<file path="src/pkg/bts_pkg.sv">
package bts_pkg;

  // Register indices; the byte address on the bus is four times the index
  localparam logic [7:0] IDX_RED_TARGET   = 8'h1d;
  localparam logic [7:0] IDX_GREEN_TARGET = 8'h1e;
  localparam logic [7:0] IDX_BLUE_TARGET  = 8'h1f;
  localparam logic [7:0] IDX_CLAMP        = 8'h23;
  localparam logic [7:0] IDX_SYNC_CTRL    = 8'h25;
  localparam logic [7:0] IDX_COLOUR_CFG   = 8'h05;

  localparam logic [7:0] RST_TARGET    = 8'h00;
  localparam logic [7:0] RST_CLAMP     = 8'h18;
  localparam logic [7:0] RST_SYNC_CTRL = 8'h00;
  localparam logic [7:0] RST_COLOUR    = 8'h00;

  localparam int CLAMP_LSB       = 4;
  localparam int CLAMP_MSB       = 6;
  localparam int SYNC_TRISTATE   = 0;
  localparam int SYNC_HOLD_POL   = 1;
  localparam int SYNC_LEAD_LOCK  = 2;
  localparam int SYNC_RAW_FRAME  = 4;
  localparam int COLOUR_COMP_BIT = 2;

  localparam logic [7:0] BLACK_ZERO = 8'h00;
  localparam logic [7:0] BLACK_MID  = 8'h80;

  typedef struct packed {
    logic [7:0] red;
    logic [7:0] green;
    logic [7:0] blue;
  } bts_codes_s;

  typedef struct packed {
    logic       tristate;
    logic       hold_active_low;
    logic       lead_edge_lock;
    logic       frame_raw;
  } bts_sync_cfg_s;

endpackage

</file>
<file path="src/core/bts_regs.sv">
`timescale 1ns/1ps
// Summary of operation
// - Per-channel 8-bit signed black target register
// - RGB red/blue servo to zero plus target
// - Component red/blue servo to 0x80 plus target
// - Green always servos to zero plus target
// - Targets coexist with digital offset adder
// - Shared 3-bit clamp strength, zero disconnects
// - Sync control bit0 tristates all sync outputs
// - Bit1 sets hold input polarity
// - Bit2 picks locked edge of line sync
// - Bit4 selects aligned or raw frame sync
// - Config 0x05 bit2 enables component mode
module bts_regs (
  input  wire logic                   MCLK,
  input  wire logic                   RST_N,
  input  wire logic                   WB_CYC_I,
  input  wire logic                   WB_STB_I,
  input  wire logic                   WB_WE_I,
  input  wire logic [9:0]             WB_ADR_I,
  input  wire logic [3:0]             WB_SEL_I,
  input  wire logic [31:0]            WB_DAT_I,
  output logic      [31:0]            WB_DAT_O,
  output logic                        WB_ACK_O,
  output logic                        WB_ERR_O,
  output bts_pkg::bts_codes_s         BLACK_TARGET,
  output bts_pkg::bts_codes_s         BLACK_REFERENCE,
  output logic                        COMPONENT_MODE,
  output logic      [2:0]             CLAMP_STRENGTH,
  output bts_pkg::bts_sync_cfg_s      SYNC_CFG,
  output logic                        SYNC_OUT_EN
);

  logic [7:0] red_black_target;
  logic [7:0] green_black_target;
  logic [7:0] blue_black_target;
  logic [7:0] restore_clamp_strength;
  logic [7:0] sync_output_control;
  logic [7:0] colour_config;
  logic       ack;
  logic       err;
  logic [31:0] rdata;
  bts_pkg::bts_codes_s black_reference;
  bts_pkg::bts_codes_s next_black_reference;

  wire        req      = WB_CYC_I & WB_STB_I & ~ack & ~err;
  wire [7:0]  idx      = WB_ADR_I[9:2];
  wire        sel_red  = idx == bts_pkg::IDX_RED_TARGET;
  wire        sel_grn  = idx == bts_pkg::IDX_GREEN_TARGET;
  wire        sel_blu  = idx == bts_pkg::IDX_BLUE_TARGET;
  wire        sel_clmp = idx == bts_pkg::IDX_CLAMP;
  wire        sel_sync = idx == bts_pkg::IDX_SYNC_CTRL;
  wire        sel_col  = idx == bts_pkg::IDX_COLOUR_CFG;
  wire        mapped   = sel_red | sel_grn | sel_blu | sel_clmp | sel_sync | sel_col;
  wire        wr_lane  = req & mapped & WB_WE_I & WB_SEL_I[0];
  wire [7:0]  wbyte    = WB_DAT_I[7:0];

  // Byte-wide register with byte-lane write; all bits kept verbatim
  always_ff @(posedge MCLK or negedge RST_N) begin
    if (!RST_N) begin
      red_black_target       <= bts_pkg::RST_TARGET;
      green_black_target     <= bts_pkg::RST_TARGET;
      blue_black_target      <= bts_pkg::RST_TARGET;
      restore_clamp_strength <= bts_pkg::RST_CLAMP;
      sync_output_control    <= bts_pkg::RST_SYNC_CTRL;
      colour_config          <= bts_pkg::RST_COLOUR;
    end else if (wr_lane) begin
      if (sel_red) red_black_target <= wbyte;
      if (sel_grn) green_black_target <= wbyte;
      if (sel_blu) blue_black_target <= wbyte;
      if (sel_clmp) restore_clamp_strength <= wbyte;
      if (sel_sync) sync_output_control <= wbyte;
      if (sel_col) colour_config <= wbyte;
    end
  end

  wire [7:0] rbyte = sel_red  ? red_black_target :
                     sel_grn  ? green_black_target :
                     sel_blu  ? blue_black_target :
                     sel_clmp ? restore_clamp_strength :
                     sel_sync ? sync_output_control :
                     sel_col  ? colour_config : 8'h00;

  // Single-wait-state answer; unmapped index gives err
  always_ff @(posedge MCLK or negedge RST_N) begin
    if (!RST_N) begin
      ack   <= 1'b0;
      err   <= 1'b0;
      rdata <= 32'h0000_0000;
    end else begin
      ack   <= req & mapped;
      err   <= req & ~mapped;
      rdata <= (req & mapped & ~WB_WE_I) ? {24'h00_0000, rbyte} : 32'h0000_0000;
    end
  end

  assign WB_ACK_O = ack;
  assign WB_ERR_O = err;
  assign WB_DAT_O = rdata;

  assign COMPONENT_MODE = colour_config[bts_pkg::COLOUR_COMP_BIT];

  // Raw targets go out unchanged; the offset adder downstream stays separate
  assign BLACK_TARGET.red   = red_black_target;
  assign BLACK_TARGET.green = green_black_target;
  assign BLACK_TARGET.blue  = blue_black_target;

  // Servo code for one channel; mid-scale base only for colour-difference channels
  function automatic logic [7:0] servo_code(input logic mid_base, input logic [7:0] target);
    logic [7:0] base;
    base = mid_base ? bts_pkg::BLACK_MID : bts_pkg::BLACK_ZERO;
    return 8'(base + target);
  endfunction

  assign next_black_reference.red   = servo_code(COMPONENT_MODE, red_black_target);
  assign next_black_reference.green = servo_code(1'b0, green_black_target);
  assign next_black_reference.blue  = servo_code(COMPONENT_MODE, blue_black_target);

  // Registered so the servo never sees a half-updated code
  always_ff @(posedge MCLK or negedge RST_N) begin
    if (!RST_N) begin
      black_reference <= '{red: bts_pkg::RST_TARGET, green: bts_pkg::RST_TARGET,
                           blue: bts_pkg::RST_TARGET};
    end else begin
      black_reference <= next_black_reference;
    end
  end

  assign BLACK_REFERENCE = black_reference;

  assign CLAMP_STRENGTH = restore_clamp_strength[bts_pkg::CLAMP_MSB:bts_pkg::CLAMP_LSB];

  assign SYNC_CFG.tristate        = sync_output_control[bts_pkg::SYNC_TRISTATE];
  assign SYNC_CFG.hold_active_low = sync_output_control[bts_pkg::SYNC_HOLD_POL];
  assign SYNC_CFG.lead_edge_lock  = sync_output_control[bts_pkg::SYNC_LEAD_LOCK];
  assign SYNC_CFG.frame_raw       = sync_output_control[bts_pkg::SYNC_RAW_FRAME];
  assign SYNC_OUT_EN = ~sync_output_control[bts_pkg::SYNC_TRISTATE];

  property p_ack_one;
    @(posedge MCLK) disable iff (!RST_N)
      WB_ACK_O |=> !WB_ACK_O;
  endproperty
  a_ack_one: assert property (p_ack_one) else $error("ack longer than one cycle");

  property p_ack_time;
    @(posedge MCLK) disable iff (!RST_N)
      (req & mapped) |=> WB_ACK_O;
  endproperty
  a_ack_time: assert property (p_ack_time) else $error("mapped access not acked");

  property p_write_target;
    @(posedge MCLK) disable iff (!RST_N)
      (wr_lane & sel_red) |=> BLACK_TARGET.red == $past(WB_DAT_I[7:0]);
  endproperty
  a_write_target: assert property (p_write_target) else $error("red target not stored");

  property p_rgb_ref;
    @(posedge MCLK) disable iff (!RST_N)
      !COMPONENT_MODE |=> BLACK_REFERENCE.red == $past(red_black_target);
  endproperty
  a_rgb_ref: assert property (p_rgb_ref) else $error("rgb red reference wrong");

  property p_comp_ref;
    @(posedge MCLK) disable iff (!RST_N)
      COMPONENT_MODE |=> BLACK_REFERENCE.blue == 8'($past(blue_black_target) + bts_pkg::BLACK_MID);
  endproperty
  a_comp_ref: assert property (p_comp_ref) else $error("component blue reference wrong");

  property p_green_ref;
    @(posedge MCLK) disable iff (!RST_N)
      BLACK_REFERENCE.green == $past(BLACK_TARGET.green);
  endproperty
  a_green_ref: assert property (p_green_ref) else $error("green reference wrong");

  property p_clamp;
    @(posedge MCLK) disable iff (!RST_N)
      (wr_lane & sel_clmp) |=> CLAMP_STRENGTH == $past(WB_DAT_I[6:4]);
  endproperty
  a_clamp: assert property (p_clamp) else $error("clamp field wrong");

  property p_tristate;
    @(posedge MCLK) disable iff (!RST_N)
      (wr_lane & sel_sync) |=> SYNC_OUT_EN == !$past(WB_DAT_I[0]);
  endproperty
  a_tristate: assert property (p_tristate) else $error("sync enable wrong");

  property p_readback;
    @(posedge MCLK) disable iff (!RST_N)
      (req & sel_sync & !WB_WE_I) |=> WB_DAT_O[7:0] == sync_output_control;
  endproperty
  a_readback: assert property (p_readback) else $error("readback wrong");

  property p_sync_bits;
    @(posedge MCLK) disable iff (!RST_N)
      (wr_lane & sel_sync) |=> SYNC_CFG.frame_raw == $past(WB_DAT_I[4])
        && SYNC_CFG.lead_edge_lock == $past(WB_DAT_I[2])
        && SYNC_CFG.hold_active_low == $past(WB_DAT_I[1]);
  endproperty
  a_sync_bits: assert property (p_sync_bits) else $error("sync bits wrong");

  property p_err_one;
    @(posedge MCLK) disable iff (!RST_N)
      WB_ERR_O |=> !WB_ERR_O;
  endproperty
  a_err_one: assert property (p_err_one) else $error("err longer than one cycle");

  property p_err_time;
    @(posedge MCLK) disable iff (!RST_N)
      (req & ~mapped) |=> WB_ERR_O && !WB_ACK_O;
  endproperty
  a_err_time: assert property (p_err_time) else $error("unmapped access not refused");

  property p_ack_err_excl;
    @(posedge MCLK) disable iff (!RST_N)
      !(WB_ACK_O && WB_ERR_O);
  endproperty
  a_ack_err_excl: assert property (p_ack_err_excl) else $error("ack and err together");

  property p_idle_dat;
    @(posedge MCLK) disable iff (!RST_N)
      !WB_ACK_O |-> WB_DAT_O == 32'h0000_0000;
  endproperty
  a_idle_dat: assert property (p_idle_dat) else $error("read data outside ack");

  property p_upper_zero;
    @(posedge MCLK) disable iff (!RST_N)
      WB_ACK_O |-> WB_DAT_O[31:8] == 24'h00_0000;
  endproperty
  a_upper_zero: assert property (p_upper_zero) else $error("upper read bytes not zero");

  property p_write_no_data;
    @(posedge MCLK) disable iff (!RST_N)
      (req & mapped & WB_WE_I) |=> WB_DAT_O == 32'h0000_0000;
  endproperty
  a_write_no_data: assert property (p_write_no_data) else $error("data on write ack");

  property p_write_green;
    @(posedge MCLK) disable iff (!RST_N)
      (wr_lane & sel_grn) |=> BLACK_TARGET.green == $past(WB_DAT_I[7:0]);
  endproperty
  a_write_green: assert property (p_write_green) else $error("green target not stored");

  property p_write_blue;
    @(posedge MCLK) disable iff (!RST_N)
      (wr_lane & sel_blu) |=> BLACK_TARGET.blue == $past(WB_DAT_I[7:0]);
  endproperty
  a_write_blue: assert property (p_write_blue) else $error("blue target not stored");

  property p_target_hold;
    @(posedge MCLK) disable iff (!RST_N)
      !wr_lane |=> $stable(BLACK_TARGET);
  endproperty
  a_target_hold: assert property (p_target_hold) else $error("target changed unwritten");

  property p_target_readback;
    @(posedge MCLK) disable iff (!RST_N)
      (req & sel_red & !WB_WE_I) |=> WB_DAT_O[7:0] == $past(red_black_target);
  endproperty
  a_target_readback: assert property (p_target_readback) else $error("target readback wrong");

  property p_sel_masked;
    @(posedge MCLK) disable iff (!RST_N)
      (req & mapped & WB_WE_I & !WB_SEL_I[0]) |=> $stable(BLACK_TARGET)
        && $stable(CLAMP_STRENGTH) && $stable(SYNC_CFG) && $stable(COMPONENT_MODE);
  endproperty
  a_sel_masked: assert property (p_sel_masked) else $error("masked write changed state");

  property p_unmapped_keep;
    @(posedge MCLK) disable iff (!RST_N)
      (req & ~mapped) |=> $stable(BLACK_TARGET)
        && $stable(CLAMP_STRENGTH) && $stable(SYNC_CFG) && $stable(COMPONENT_MODE);
  endproperty
  a_unmapped_keep: assert property (p_unmapped_keep) else $error("unmapped write stored");

  property p_rgb_blue;
    @(posedge MCLK) disable iff (!RST_N)
      !COMPONENT_MODE |=> BLACK_REFERENCE.blue == $past(blue_black_target);
  endproperty
  a_rgb_blue: assert property (p_rgb_blue) else $error("rgb blue reference wrong");

  property p_comp_red;
    @(posedge MCLK) disable iff (!RST_N)
      COMPONENT_MODE |=> BLACK_REFERENCE.red == 8'($past(red_black_target) + bts_pkg::BLACK_MID);
  endproperty
  a_comp_red: assert property (p_comp_red) else $error("component red reference wrong");

  property p_offset_free;
    @(posedge MCLK) disable iff (!RST_N)
      $rose(COMPONENT_MODE) |-> $stable(BLACK_TARGET);
  endproperty
  a_offset_free: assert property (p_offset_free) else $error("mode change moved target");

  property p_mode_write;
    @(posedge MCLK) disable iff (!RST_N)
      (wr_lane & sel_col) |=> COMPONENT_MODE == $past(WB_DAT_I[bts_pkg::COLOUR_COMP_BIT]);
  endproperty
  a_mode_write: assert property (p_mode_write) else $error("colour mode not stored");

  property p_mode_hold;
    @(posedge MCLK) disable iff (!RST_N)
      !(wr_lane & sel_col) |=> $stable(COMPONENT_MODE);
  endproperty
  a_mode_hold: assert property (p_mode_hold) else $error("colour mode changed");

  property p_clamp_hold;
    @(posedge MCLK) disable iff (!RST_N)
      !(wr_lane & sel_clmp) |=> $stable(CLAMP_STRENGTH);
  endproperty
  a_clamp_hold: assert property (p_clamp_hold) else $error("clamp changed unwritten");

  property p_clamp_readback;
    @(posedge MCLK) disable iff (!RST_N)
      (req & sel_clmp & !WB_WE_I) |=> WB_DAT_O[7:0] == $past(restore_clamp_strength);
  endproperty
  a_clamp_readback: assert property (p_clamp_readback) else $error("clamp readback wrong");

  property p_sync_hold;
    @(posedge MCLK) disable iff (!RST_N)
      !(wr_lane & sel_sync) |=> $stable(SYNC_CFG) && $stable(SYNC_OUT_EN);
  endproperty
  a_sync_hold: assert property (p_sync_hold) else $error("sync control changed");

  property p_en_inverse;
    @(posedge MCLK) disable iff (!RST_N)
      SYNC_OUT_EN == !SYNC_CFG.tristate;
  endproperty
  a_en_inverse: assert property (p_en_inverse) else $error("sync enable not inverse");

  property p_lead_lock;
    @(posedge MCLK) disable iff (!RST_N)
      (wr_lane & sel_sync) |=> SYNC_CFG.lead_edge_lock == $past(WB_DAT_I[bts_pkg::SYNC_LEAD_LOCK]);
  endproperty
  a_lead_lock: assert property (p_lead_lock) else $error("lock edge bit wrong");

  property p_frame_raw;
    @(posedge MCLK) disable iff (!RST_N)
      (wr_lane & sel_sync) |=> SYNC_CFG.frame_raw == $past(WB_DAT_I[bts_pkg::SYNC_RAW_FRAME]);
  endproperty
  a_frame_raw: assert property (p_frame_raw) else $error("frame mode bit wrong");

  c_write: cover property (@(posedge MCLK) wr_lane);
  c_err: cover property (@(posedge MCLK) WB_ERR_O);
  c_comp: cover property (@(posedge MCLK) COMPONENT_MODE && SYNC_CFG.tristate);
  c_masked: cover property (@(posedge MCLK) req & mapped & WB_WE_I & !WB_SEL_I[0]);
  c_comp_neg: cover property (@(posedge MCLK) COMPONENT_MODE && BLACK_TARGET.red[7]);

endmodule

</file>
<file path="config.mk">
export PLATFORM = sky130hd
export DESIGN_NAME = bts_regs
export DESIGN_NICKNAME = d
export VERILOG_FILES = /design/src/pkg/bts_pkg.sv /design/src/core/bts_regs.sv
export SDC_FILE = /design/constraint.sdc
export NUM_CORES = 1
export LEC_CHECK = 0
export ABC_AREA = 1
export BUFFER_PORTS_ARGS = -buffer_cell sky130_fd_sc_hd__buf_2
export CAP_MARGIN = 20
export CORE_UTILIZATION = 50
export DETAILED_ROUTE_END_ITERATION = 8
export MAX_ROUTING_LAYER = met4
export PLACE_DENSITY = 0.8
export SYNTH_ARGS = -nofsm -noshare
export SYNTH_HDL_FRONTEND = slang
export SYNTH_SLANG_ARGS = --single-unit
</file>
<file path="constraint.sdc">
create_clock -name MCLK -period 1.6 [get_ports MCLK]
set_input_delay 0.32 -clock MCLK [delete_from_list [all_inputs] [get_ports MCLK]]
set_output_delay 0.32 -clock MCLK [all_outputs]
set_load 0.02 [all_outputs]
</file>
==> results.txt, run 1 <==
Cells after Synth: 450
Clk_lat worst skew: 370 ps
Setup TNS: 0 ps
Worst-path clk slew: 100 ps
R2R depth: 6
Die Y: 92.0 um
DRT Wirelength: 9210 um
RSZ-0062 raised after global routing: no
Clock Sinks: 82
CTS buffer count: 9
Hold Crit Depth: 3
Final core occ: 59.8%
CP arrival: 1720 ps
First-pass DRT Iterations: 4
Mux cell area share after synthesis: 0%
Worst setup margin: 128 ps
Clk pwr share: 38.3%
Synth Area in Compound Gates: 0.185%
Hold WS: 240 ps
CP bufs+invs: 1
Syn Area/Cell: 9.01 um^2
Final hold vios: 0
Via count: 3,311
Area growth syn-to-layout: 14.6%
Final setup fails: 0
Kind of cell adding the most delay to the critical path: simple AND/OR/NAND/NOR gates
P_leak: 2.76 nW
Crit path top cell by count: nand2_1
Routed len/inst: 14.5 um
Die ar.: 8470 um^2
H-tree lvl count: 3
Worst Path Required: 1850 ps
Critical-path top delay cell: dfrtp_1
Post-CTS setup buffer count: 0
Tcrit/Tclk final: 92.0%
I/O pins: 142
CP max FO: 8
Warnings from Yosys: 0
CTS tree: built
Max Clk Rate: 680 MHz
PortBufs: 88
Cell variety after synth: 30
Post-Layout Cell Count: 636
RD Place Congestion: 0.896
Startpoint types: flip-flop
Hold Crit Class: primary input to flip-flop
CP Launch Point: WB_ACK_O
RR Startpoint: WB_ACK_O
Setup crit end kind: flip-flop
# rows: 32
Global route overflow: 0
NetSw: 1.05 mW
Pwr/cell area: 811 nW/um^2
Initial Utilization: 52.2%
Synth Register Bits: 82
Max-slew violation count: 0
Share of cells above drive strength 1: 31.3%
RR Endpoint: restore_clamp_strength[7]
Ordered list of cells on the worst path: nor2_1, and3_1, buf_4, nand4_4, nand2_1, nand2_1
Final net count: 580
Comb pwr share: 6.7%
Post-Synth XOR/XNOR Area: 0.432%
Post-Synth Adder-Cell Area: 0%
Crit path kind: flip-flop to flip-flop
Worst hold start: WB_DAT_I[4]
Vias in the first global route: 3,081
Antenna Cells: 0
Largest stage delay, worst path: 400 ps
Simple-gate share of the synthesized area: 34.6%
Final min period: 1470 ps
PostCTS Resize Cnt: 0
Switching part of the total: 27.8%
Max Buffers Root-to-Sink: 2
# fillers: 648
Post-synthesis sequential area ratio: 50.7%
Status: finished clean
Placed Cells: 619
Largest net degree at the start of global routing: 40
Root Driver: clkbuf_8
Routed Antenna Nets: 0
Dpl ws: -119 ps
Post-route DRC violation count: 0
CORE AREA: 7770 um^2
CTS Hold Bufs: 1
Hold worst-path end: restore_clamp_strength[4]
Maximum vdd ir drop: 0.000523 V
Die W: 92.0 um
Global-route wire length before repair: 15,100 um
Sequential power share: 55.1%
Final HPWL DP: 6560 um
P_int: 2.72 mW
Initial DRC count: 245
Max_cap viols: 0
GRT Total Usage: 23.5%
Post-synthesis cell area: 4050 um^2
Initial antenna violation count: 0
Vias/cell: 5.21
Register-to-register setup slack: 130 ps
Main combinational cell family by area after synthesis: simple AND/OR/NAND/NOR gates
Worst Skew: 15.1 ps
[state kept, by name (all words and copies together), names as in the netlist]
register and flops:
BLACK_REFERENCE 24, WB_ACK_O 1, WB_DAT_O 8, WB_ERR_O 1
blue_black_target 8, colour_config 8, green_black_target 8, red_black_target 8
restore_clamp_strength 8, sync_output_control 8
[layer usage]
layer / routed length (um) / vias up / GRT usage [%] / part of all wire [%]
met3: 587 / 22 / 5.47 / 6.4
met1: 3950 / 1606 / 30.3 / 43
met5: 0 / - / - / 0
met4: 196 / 0 / 7.94 / 2.1
li1: - / 1547 / - / -
met2: 4480 / 136 / 36.6 / 49
[worst register-to-register path, stage by stage (launching register included)]
cell and delay [ps]:
dfrtp_1 400, nor2_1 90, and3_1 220, buf_4 240, nand4_4 200, nand2_1 120, nand2_1 70
[worst max path at each step]
stage | slack [ps] | endpoint | depth (start not counted)
floorplan | 70 | blue_black_target[4] | 8
global placement | -30 | restore_clamp_strength[1] | 11
detailed placement | -120 | restore_clamp_strength[7] | 11
CTS | 130 | restore_clamp_strength[7] | 6
global route | 8 | restore_clamp_strength[7] | 6
finish | 130 | restore_clamp_strength[7] | 6
[layout by cell type, fill, tap and decap left out]
cell             n
inv_6            2
nand3_1          8
nor2_2           1
nand3_2          3
inv_8            1
buf_12           3
inv_2            7
dfstp_2          2
clkinv_2         1
buf_4           23
conb_1          24
nand2_2          4
inv_1           13
dfrtp_1         80
nor2_1          20
xor2_1           2
nor2_4           3
dlygate4sd3_1    1
or2_2            8
clkinvlp_4       2
nor3_1           1
buf_2           87
and3_1           1
nand4_1         48
clkinv_1         1
nor3b_1          6
nand3b_1         1
nand2_4          1
nor4_4           1
clkbuf_8         9
nand4_4          6
nand2_1        160
clkinv_4         2
o211ai_1         1
nor3_4           1
[stage by stage]
| stage | instance area [um^2] | total power [mW] |
|---|---|---|
| 2_1_floorplan | 4140 | 2.28 |
| 3_3_place_gp | 4450 | 2.36 |
| 3_5_place_dp | 4450 | 2.36 |
| 4_1_cts | 4650 | 3.77 |
| 5_1_grt | 4650 | 3.89 |
| 6_report | 4650 | 3.77 |
[area by class of cell]
| type | count | area (um^2) | area share, % |
|---|---|---|---|
| sequential | 82 | 2050 | 44.2 |
| multi-input combinational | 300 | 1520 | 32.6 |
| timing repair buffer | 114 | 678 | 14.6 |
| tap | 102 | 128 | 2.75 |
| clock buffer | 9 | 124 | 2.67 |
| inverter | 22 | 83.8 | 1.80 |
| clock inverter | 7 | 61.3 | 1.32 |
[kinds of logic (layout without fill, tap and decap cells)]
logic type	Yosys count	count (layout)
xor+xnor	2	2
simple gates	273	273
buf+inv	91	152
compound gates	1	1
other cells	1	24
flops	82	82
[synth_stat cells]
cell type	count	area [um^2]
and3_1	1	6.26
buf_2	10	50.1
buf_4	56	420
clkbuf_1	2	7.51
clkbuf_4	1	7.51
clkinv_1	1	3.75
clkinv_2	1	5.00
conb_1	1	3.75
dfrtp_1	80	2000
dfstp_2	2	52.6
inv_1	13	48.8
inv_2	7	26.3
nand2_1	160	601
nand2_2	4	25.0
nand2_4	1	11.3
nand3_1	8	40.0
nand3_2	3	30.0
nand3b_1	1	7.51
nand4_1	48	300
nand4_4	6	128
nor2_1	20	75.1
nor2_2	1	6.26
nor2_4	3	33.8
nor3_1	1	5.00
nor3_4	1	16.3
nor3b_1	6	45.0
nor4_4	1	21.3
o211ai_1	1	7.51
or2_2	8	50.1
xor2_1	2	17.5
[power by group through the flow]
stage,sequential [mW],clock [mW],combinational (mW)
2_1_floorplan,2.12,0,0.167
3_3_place_gp,2.12,0,0.241
3_5_place_dp,2.12,0,0.249
4_1_cts,2.07,1.45,0.252
5_1_grt,2.08,1.54,0.274
6_report,2.07,1.44,0.252
Power figures use the tool's default switching activity.
==> run 2, diff against run 1 <==
--- a/config.mk
+++ b/config.mk
@@ -10,2 +10,3 @@
 export CAP_MARGIN = 20
+export CORE_MARGIN = 2
 export CORE_UTILIZATION = 50
@@ -14,2 +15,3 @@
 export PLACE_DENSITY = 0.8
+export SLEW_MARGIN = 10
 export SYNTH_ARGS = -nofsm -noshare
==> constraint.sdc (replaced) <==
create_clock -name MCLK -period 1.6 [get_ports MCLK]
set_input_delay 0.24 -clock MCLK [delete_from_list [all_inputs] [get_ports MCLK]]
set_output_delay 0.24 -clock MCLK [all_outputs]
set_load 0.02 [all_outputs]
==> run 2 against run 1 <==
Clock skew down 1.8 ps; cell count down 1.7%; via count down 2.1%; routed wire length down 3.1%; global-route usage down 2.2 points; largest power group unchanged; sequential power about the same; critical path depth unchanged; design area down 0.78%; utilization down 0.77 points; die area up 4.4%; maximum frequency up 4.9%; non-clock buffer count down 11.
==> results.txt, run 2 (synthesis results as in run 1) <==
Die ar.: 8840 um^2 (+4.4%)
Worst setup margin: 197 ps (+68.5 ps)
Via count: 3,240 (-2.1%)
RD Place Congestion: 0.929 (+3.8%)
Final hold vios: 0 (unchanged)
Maximum vdd ir drop: 0.000362 V (-31%)
Vias in the first global route: 2,903 (-5.8%)
Initial antenna violation count: 0 (unchanged)
Dpl ws: -5.84 ps (+113 ps)
Antenna Cells: 0 (unchanged)
CP arrival: 1650 ps (-70 ps)
Global-route wire length before repair: 14,200 um (-6.0%)
Met1 Usage GRT: 28.3% (-2.0 points)
Tcrit/Tclk final: 87.7% (-4.3 points)
Routed len/inst: 14.3 um (-1.4%)
Status: finished clean
Final core occ: 59.0% (-0.77 points)
Crit path top cell by count: nand2_1
Pwr/cell area: 841 nW/um^2 (+3.7%)
Area growth syn-to-layout: 13.7%
CTS buffer count: 9 (unchanged)
Post-route DRC violation count: 0 (unchanged)
Hold Crit Class: primary input to flip-flop
Die Y: 94.0 um (+2.2%)
Clock Sinks: 82 (unchanged)
Max reg flops: 24 (unchanged)
Final min period: 1400 ps (-68.5 ps)
Global route overflow: 0 (unchanged)
CP max FO: 8 (unchanged)
# rows: 32 (unchanged)
Max Clk Rate: 713 MHz (+4.9%)
Most frequent cells in the layout: nand2_1, buf_2, dfrtp_1
Max Buffers Root-to-Sink: 2 (unchanged)
Max-slew violation count: 0 (unchanged)
DRT Wirelength: 8920 um (-3.1%)
Worst-path clk slew: 80 ps (-20 ps)
Routed Antenna Nets: 0 (unchanged)
Share of cells above drive strength 1: 29.8% (-1.4 points)
PostCTS Resize Cnt: 0 (unchanged)
P_leak: 2.72 nW (-1.3%)
Initial DRC count: 220 (-10%)
RSZ-0062 raised after global routing: no
Die W: 94.0 um (+2.2%)
First-pass DRT Iterations: 5 (+1)
Root Driver: clkbuf_8
CORE AREA: 7810 um^2 (+0.52%)
CTS tree: built
Setup TNS: 0 ps (unchanged)
Ordered list of cells on the worst path: nor2_1, and3_1, buf_4, nand4_4, nand2_1, nand2_1
Crit path kind: flip-flop to flip-flop
Initial Utilization: 51.9% (-0.27 points)
PortBufs: 88 (unchanged)
Largest net degree at the start of global routing: 34 (-15%)
CTS Hold Bufs: 1 (unchanged)
Commonest non-fill, non-tap cell in the layout: nand2_1
Largest stage delay, worst path: 410 ps (about the same)
Startpoint types: flip-flop
Critical-path top delay cell: dfrtp_1
Max_cap viols: 0 (unchanged)
Met3 Use GR: 4.49% (-0.98 points)
CP bufs+invs: 1 (unchanged)
Final net count: 569 (-1.9%)
GRT busiest layer: met2
Setup crit end kind: flip-flop
Worst Path Required: 1840 ps (about the same)
Vias/cell: 5.18 (-0.42%)
Worst Skew: 13.3 ps (-1.76 ps)
H-tree lvl count: 3 (unchanged)
Kind of cell adding the most delay to the critical path: simple AND/OR/NAND/NOR gates
Post-CTS setup buffer count: 0 (unchanged)
Met2 Use GR: 32.8% (-3.8 points)
Final HPWL DP: 6280 um (-4.2%)
GRT Total Usage: 21.3% (-2.2 points)
I/O pins: 142 (unchanged)
Clk_lat worst skew: 360 ps (about the same)
Final setup fails: 0 (unchanged)
==> run 2: power breakdown <==
part	total [mW]	switching [mW]	internal (mW)
clock network	1.56	0.811	0.745
logic	0.248	0.192	0.0557
registers	2.07	0.00165	2.07
total	3.88	1.00	2.87
==> run 2: area by class of cell <==
cell class,count,area [um^2]
multi-input combinational,300,1520
fill,665,3200
tap,102,128
clock buffer,9,124
clock inverter,7,82.6
sequential,82,2050
inverter,22,83.8
timing repair buffer,103,621
==> run 2: stage by stage <==
| step | power, mW | instances | hold slack, ps | area, um^2 |
|---|---|---|---|---|
| after global placement | 2.36 | 608 | 155 | 4390 |
| after global routing | 4.01 | 625 | 169 | 4610 |
| after floorplan | 2.28 | 473 | -55.6 | 4140 |
| after detailed placement | 2.36 | 608 | 159 | 4390 |
| final | 3.88 | 625 | 169 | 4610 |
| after CTS | 3.90 | 625 | 153 | 4610 |
==> run 2: final timing paths <==
check,from,to,slack [ps],cells past startpoint
max reg2reg,WB_ERR_O,blue_black_target[0],200,6
min,WB_DAT_I[3],restore_clamp_strength[3],170,3
min reg2reg,green_black_target[1],BLACK_REFERENCE[9],430,0
min in group asynchronous,RST_N,WB_DAT_O[5],300,2
max,WB_ERR_O,blue_black_target[0],200,6
max in group asynchronous,RST_N,restore_clamp_strength[3],720,3
==> run 2: layer usage <==
| metal | routed length [um] | up-vias |
|---|---|---|
| met5 | 0 | - |
| met4 | 118 | 0 |
| met3 | 687 | 14 |
| met2 | 4280 | 152 |
| met1 | 3830 | 1551 |
| li1 | - | 1523 |
==> run 2: worst min-delay path, stage by stage <==
cell	delay [ps]
buf_2	150
nand4_1	90
nand2_1	40
==> run 3, diff against run 2 <==
- CORE_ASPECT_RATIO: not set -> 1.1
- CORE_MARGIN: 2 -> 5
==> run 3 against run 2 <==
First-iteration DRC count decreased by 13%; largest cell class unchanged; register-to-register slack got worse by 40 ps; utilization is 0.64 points lower; largest power group unchanged; clock power hardly changed; combinational power up 3%; clock skew is 3.7 ps lower.
==> results.txt, run 3 (synthesis results as in run 1) <==
Initial DRC count: 191 (-13%)
P_leak: 2.73 nW (+0.34%)
Most frequent cells in the layout: nand2_1, buf_2, dfrtp_1
CTS buffer count: 9 (unchanged)
Area after detailed placement: 4400 um^2 (+0.23%)
Max_cap viols: 0 (unchanged)
RSZ-0062 raised after global routing: no
Vias in the first global route: 3,162 (+8.9%)
Max-slew violation count: 0 (unchanged)
I/O pins: 142 (unchanged)
RR Endpoint: colour_config[5]
First-pass DRT Iterations: 5 (unchanged)
Maximum vdd ir drop: 0.000455 V (+26%)
Initial antenna violation count: 0 (unchanged)
Routed Antenna Nets: 0 (unchanged)
Antenna Cells: 0 (unchanged)
Share of cells above drive strength 1: 30.1% (+0.27 points)
Global route overflow: 0 (unchanged)
GRT Total Usage: 20.4% (-0.87 points)
Die Y: 104 um (+11%)
Hold Crit Class: primary input to flip-flop
R2R depth: 7 (+1)
Routed len/inst: 15.1 um (+6.2%)
# rows: 34 (+6.3%)
Post-Layout Cell Count: 633 (+1.3%)
Final min period: 1440 ps (+37.5 ps)
DRT Wirelength: 9590 um (+7.5%)
Tcrit/Tclk final: 90.0% (+2.3 points)
Worst Skew: 9.62 ps (-3.70 ps)
CP max FO: 34 (+26)
# fillers: 677 (+1.8%)
Global-route wire length before repair: 15,600 um (+9.8%)
CP arrival: 1740 ps (+90 ps)
Setup crit end kind: flip-flop
Critical-path top delay cell: dfrtp_1
Die ar.: 10,000 um^2 (+13%)
Status: finished clean
Root Driver: clkbuf_8
Vias/cell: 5.17 (-0.29%)
CTS tree: built
Die W: 95.9 um (+1.9%)
Final hold vios: 0 (unchanged)
RD Place Congestion: 0.947 (+1.8%)
Max Buffers Root-to-Sink: 2 (unchanged)
Ordered list of cells on the worst path: nor2_1, and3_1, inv_2, nor2_4, buf_12, nand4_1, nand2_1
Via count: 3,272 (+0.99%)
Commonest non-fill, non-tap cell in the layout: nand2_1
Crit path kind: flip-flop to flip-flop
Placed Cells: 616 (+1.3%)
Final setup fails: 0 (unchanged)
Final HPWL DP: 6920 um (+10%)
Post-route DRC violation count: 0 (unchanged)
Max reg flops: 24 (unchanged)
Fin area: 4620 um^2 (+0.24%)
H-tree lvl count: 3 (unchanged)
PortBufs: 88 (unchanged)
Final net count: 571 (+0.35%)
Largest net degree at the start of global routing: 35 (+2.9%)
Critical Path Sink: colour_config[5]
CORE AREA: 7910 um^2 (+1.3%)
Worst-path clk slew: 90 ps (about the same)
Initial Utilization: 51.2% (-0.69 points)
Register-to-register setup slack: 160 ps (-40 ps)
Clock Sinks: 82 (unchanged)
Worst Path Required: 1900 ps (+60 ps)
RR Startpoint: WB_ACK_O
Clk_lat worst skew: 370 ps (about the same)
Pwr/cell area: 845 nW/um^2 (+0.42%)
Max Clk Rate: 694 MHz (-2.6%)
Startpoint types: flip-flop
Largest stage delay, worst path: 400 ps (about the same)
CP Launch Point: WB_ACK_O
Post-CTS setup buffer count: 0 (unchanged)
PostCTS Resize Cnt: 0 (unchanged)
Area growth syn-to-layout: 14.0%
## run 3: cell types whose count changed in the layout (fill, tap and decap cells not counted), sizes merged
cell and delta:
buf +2, clkinv +1, clkinvlp -1
## run 3: per-stage QoR
step / setup TNS [ps] / hold slack [ps] / setup slack, ps / power (mW) / util, %
after floorplan: 0 / -55.6 / 71.9 / 2.28 / -
after global placement: 0 / 128 / 35.9 / 2.36 / 55.6
after detailed placement: -501 / 133 / -29.0 / 2.37 / 55.6
after CTS: 0 / 158 / 182 / 3.91 / 58.4
after global routing: 0 / 184 / 80.1 / 4.03 / 58.4
final: 0 / 169 / 159 / 3.90 / 58.4
## run 3: critical path, delay by kind of cell, from the launching register on
kind	cells	cell delay (ps)
flip-flops	1	400
buffers and inverters	2	300
AND/OR/NAND/NOR	5	680
## run 3: layout make-up
class / instances / area [um^2] / share of cell area (%)
inverters: 22 / 83.8 / 1.81
flip-flops and latches: 82 / 2050 / 44.5
clock buffers: 9 / 124 / 2.68
repair buffers: 105 / 623 / 13.5
well taps: 108 / 135 / 2.92
multi-input cells: 300 / 1520 / 32.8
clock inverters: 7 / 83.8 / 1.81
## run 3: power by group
group          switching (mW)  total, mW  internal (mW)
sequential            0.00107       2.07           2.07
clock                   0.826       1.57          0.748
combinational           0.197      0.255         0.0586
total                    1.02       3.90           2.88
## run 3: what timing repair did
item	in CTS	in global routing
endpoints found under the setup margin	0	0
hold endpoints to repair	17	0
hold buffers	1	0
## run 3: worst min-delay path by stage
stage / start / to / slack (ps) / cells past startpoint
6_report: WB_DAT_I[3] / restore_clamp_strength[3] / 170 / 3
5_1_grt: WB_DAT_I[5] / red_black_target[5] / 180 / 3
4_1_cts: WB_DAT_I[3] / restore_clamp_strength[3] / 160 / 3
3_5_place_dp: RST_N / BLACK_REFERENCE[16] / 130 / 1
3_3_place_gp: RST_N / BLACK_REFERENCE[16] / 130 / 1
2_1_floorplan: RST_N / BLACK_REFERENCE[0] / -60 / 0
## run 3: routing by layer
metal / share of wire [%] / up-vias / routed length [um] / global-route usage (%)
met5: 0 / - / 0 / -
met4: 2.3 / 0 / 223 / 9.04
met3: 8.1 / 24 / 774 / 4.41
met2: 49 / 159 / 4650 / 31.6
met1: 41 / 1560 / 3940 / 25.4
li1: - / 1529 / - / -
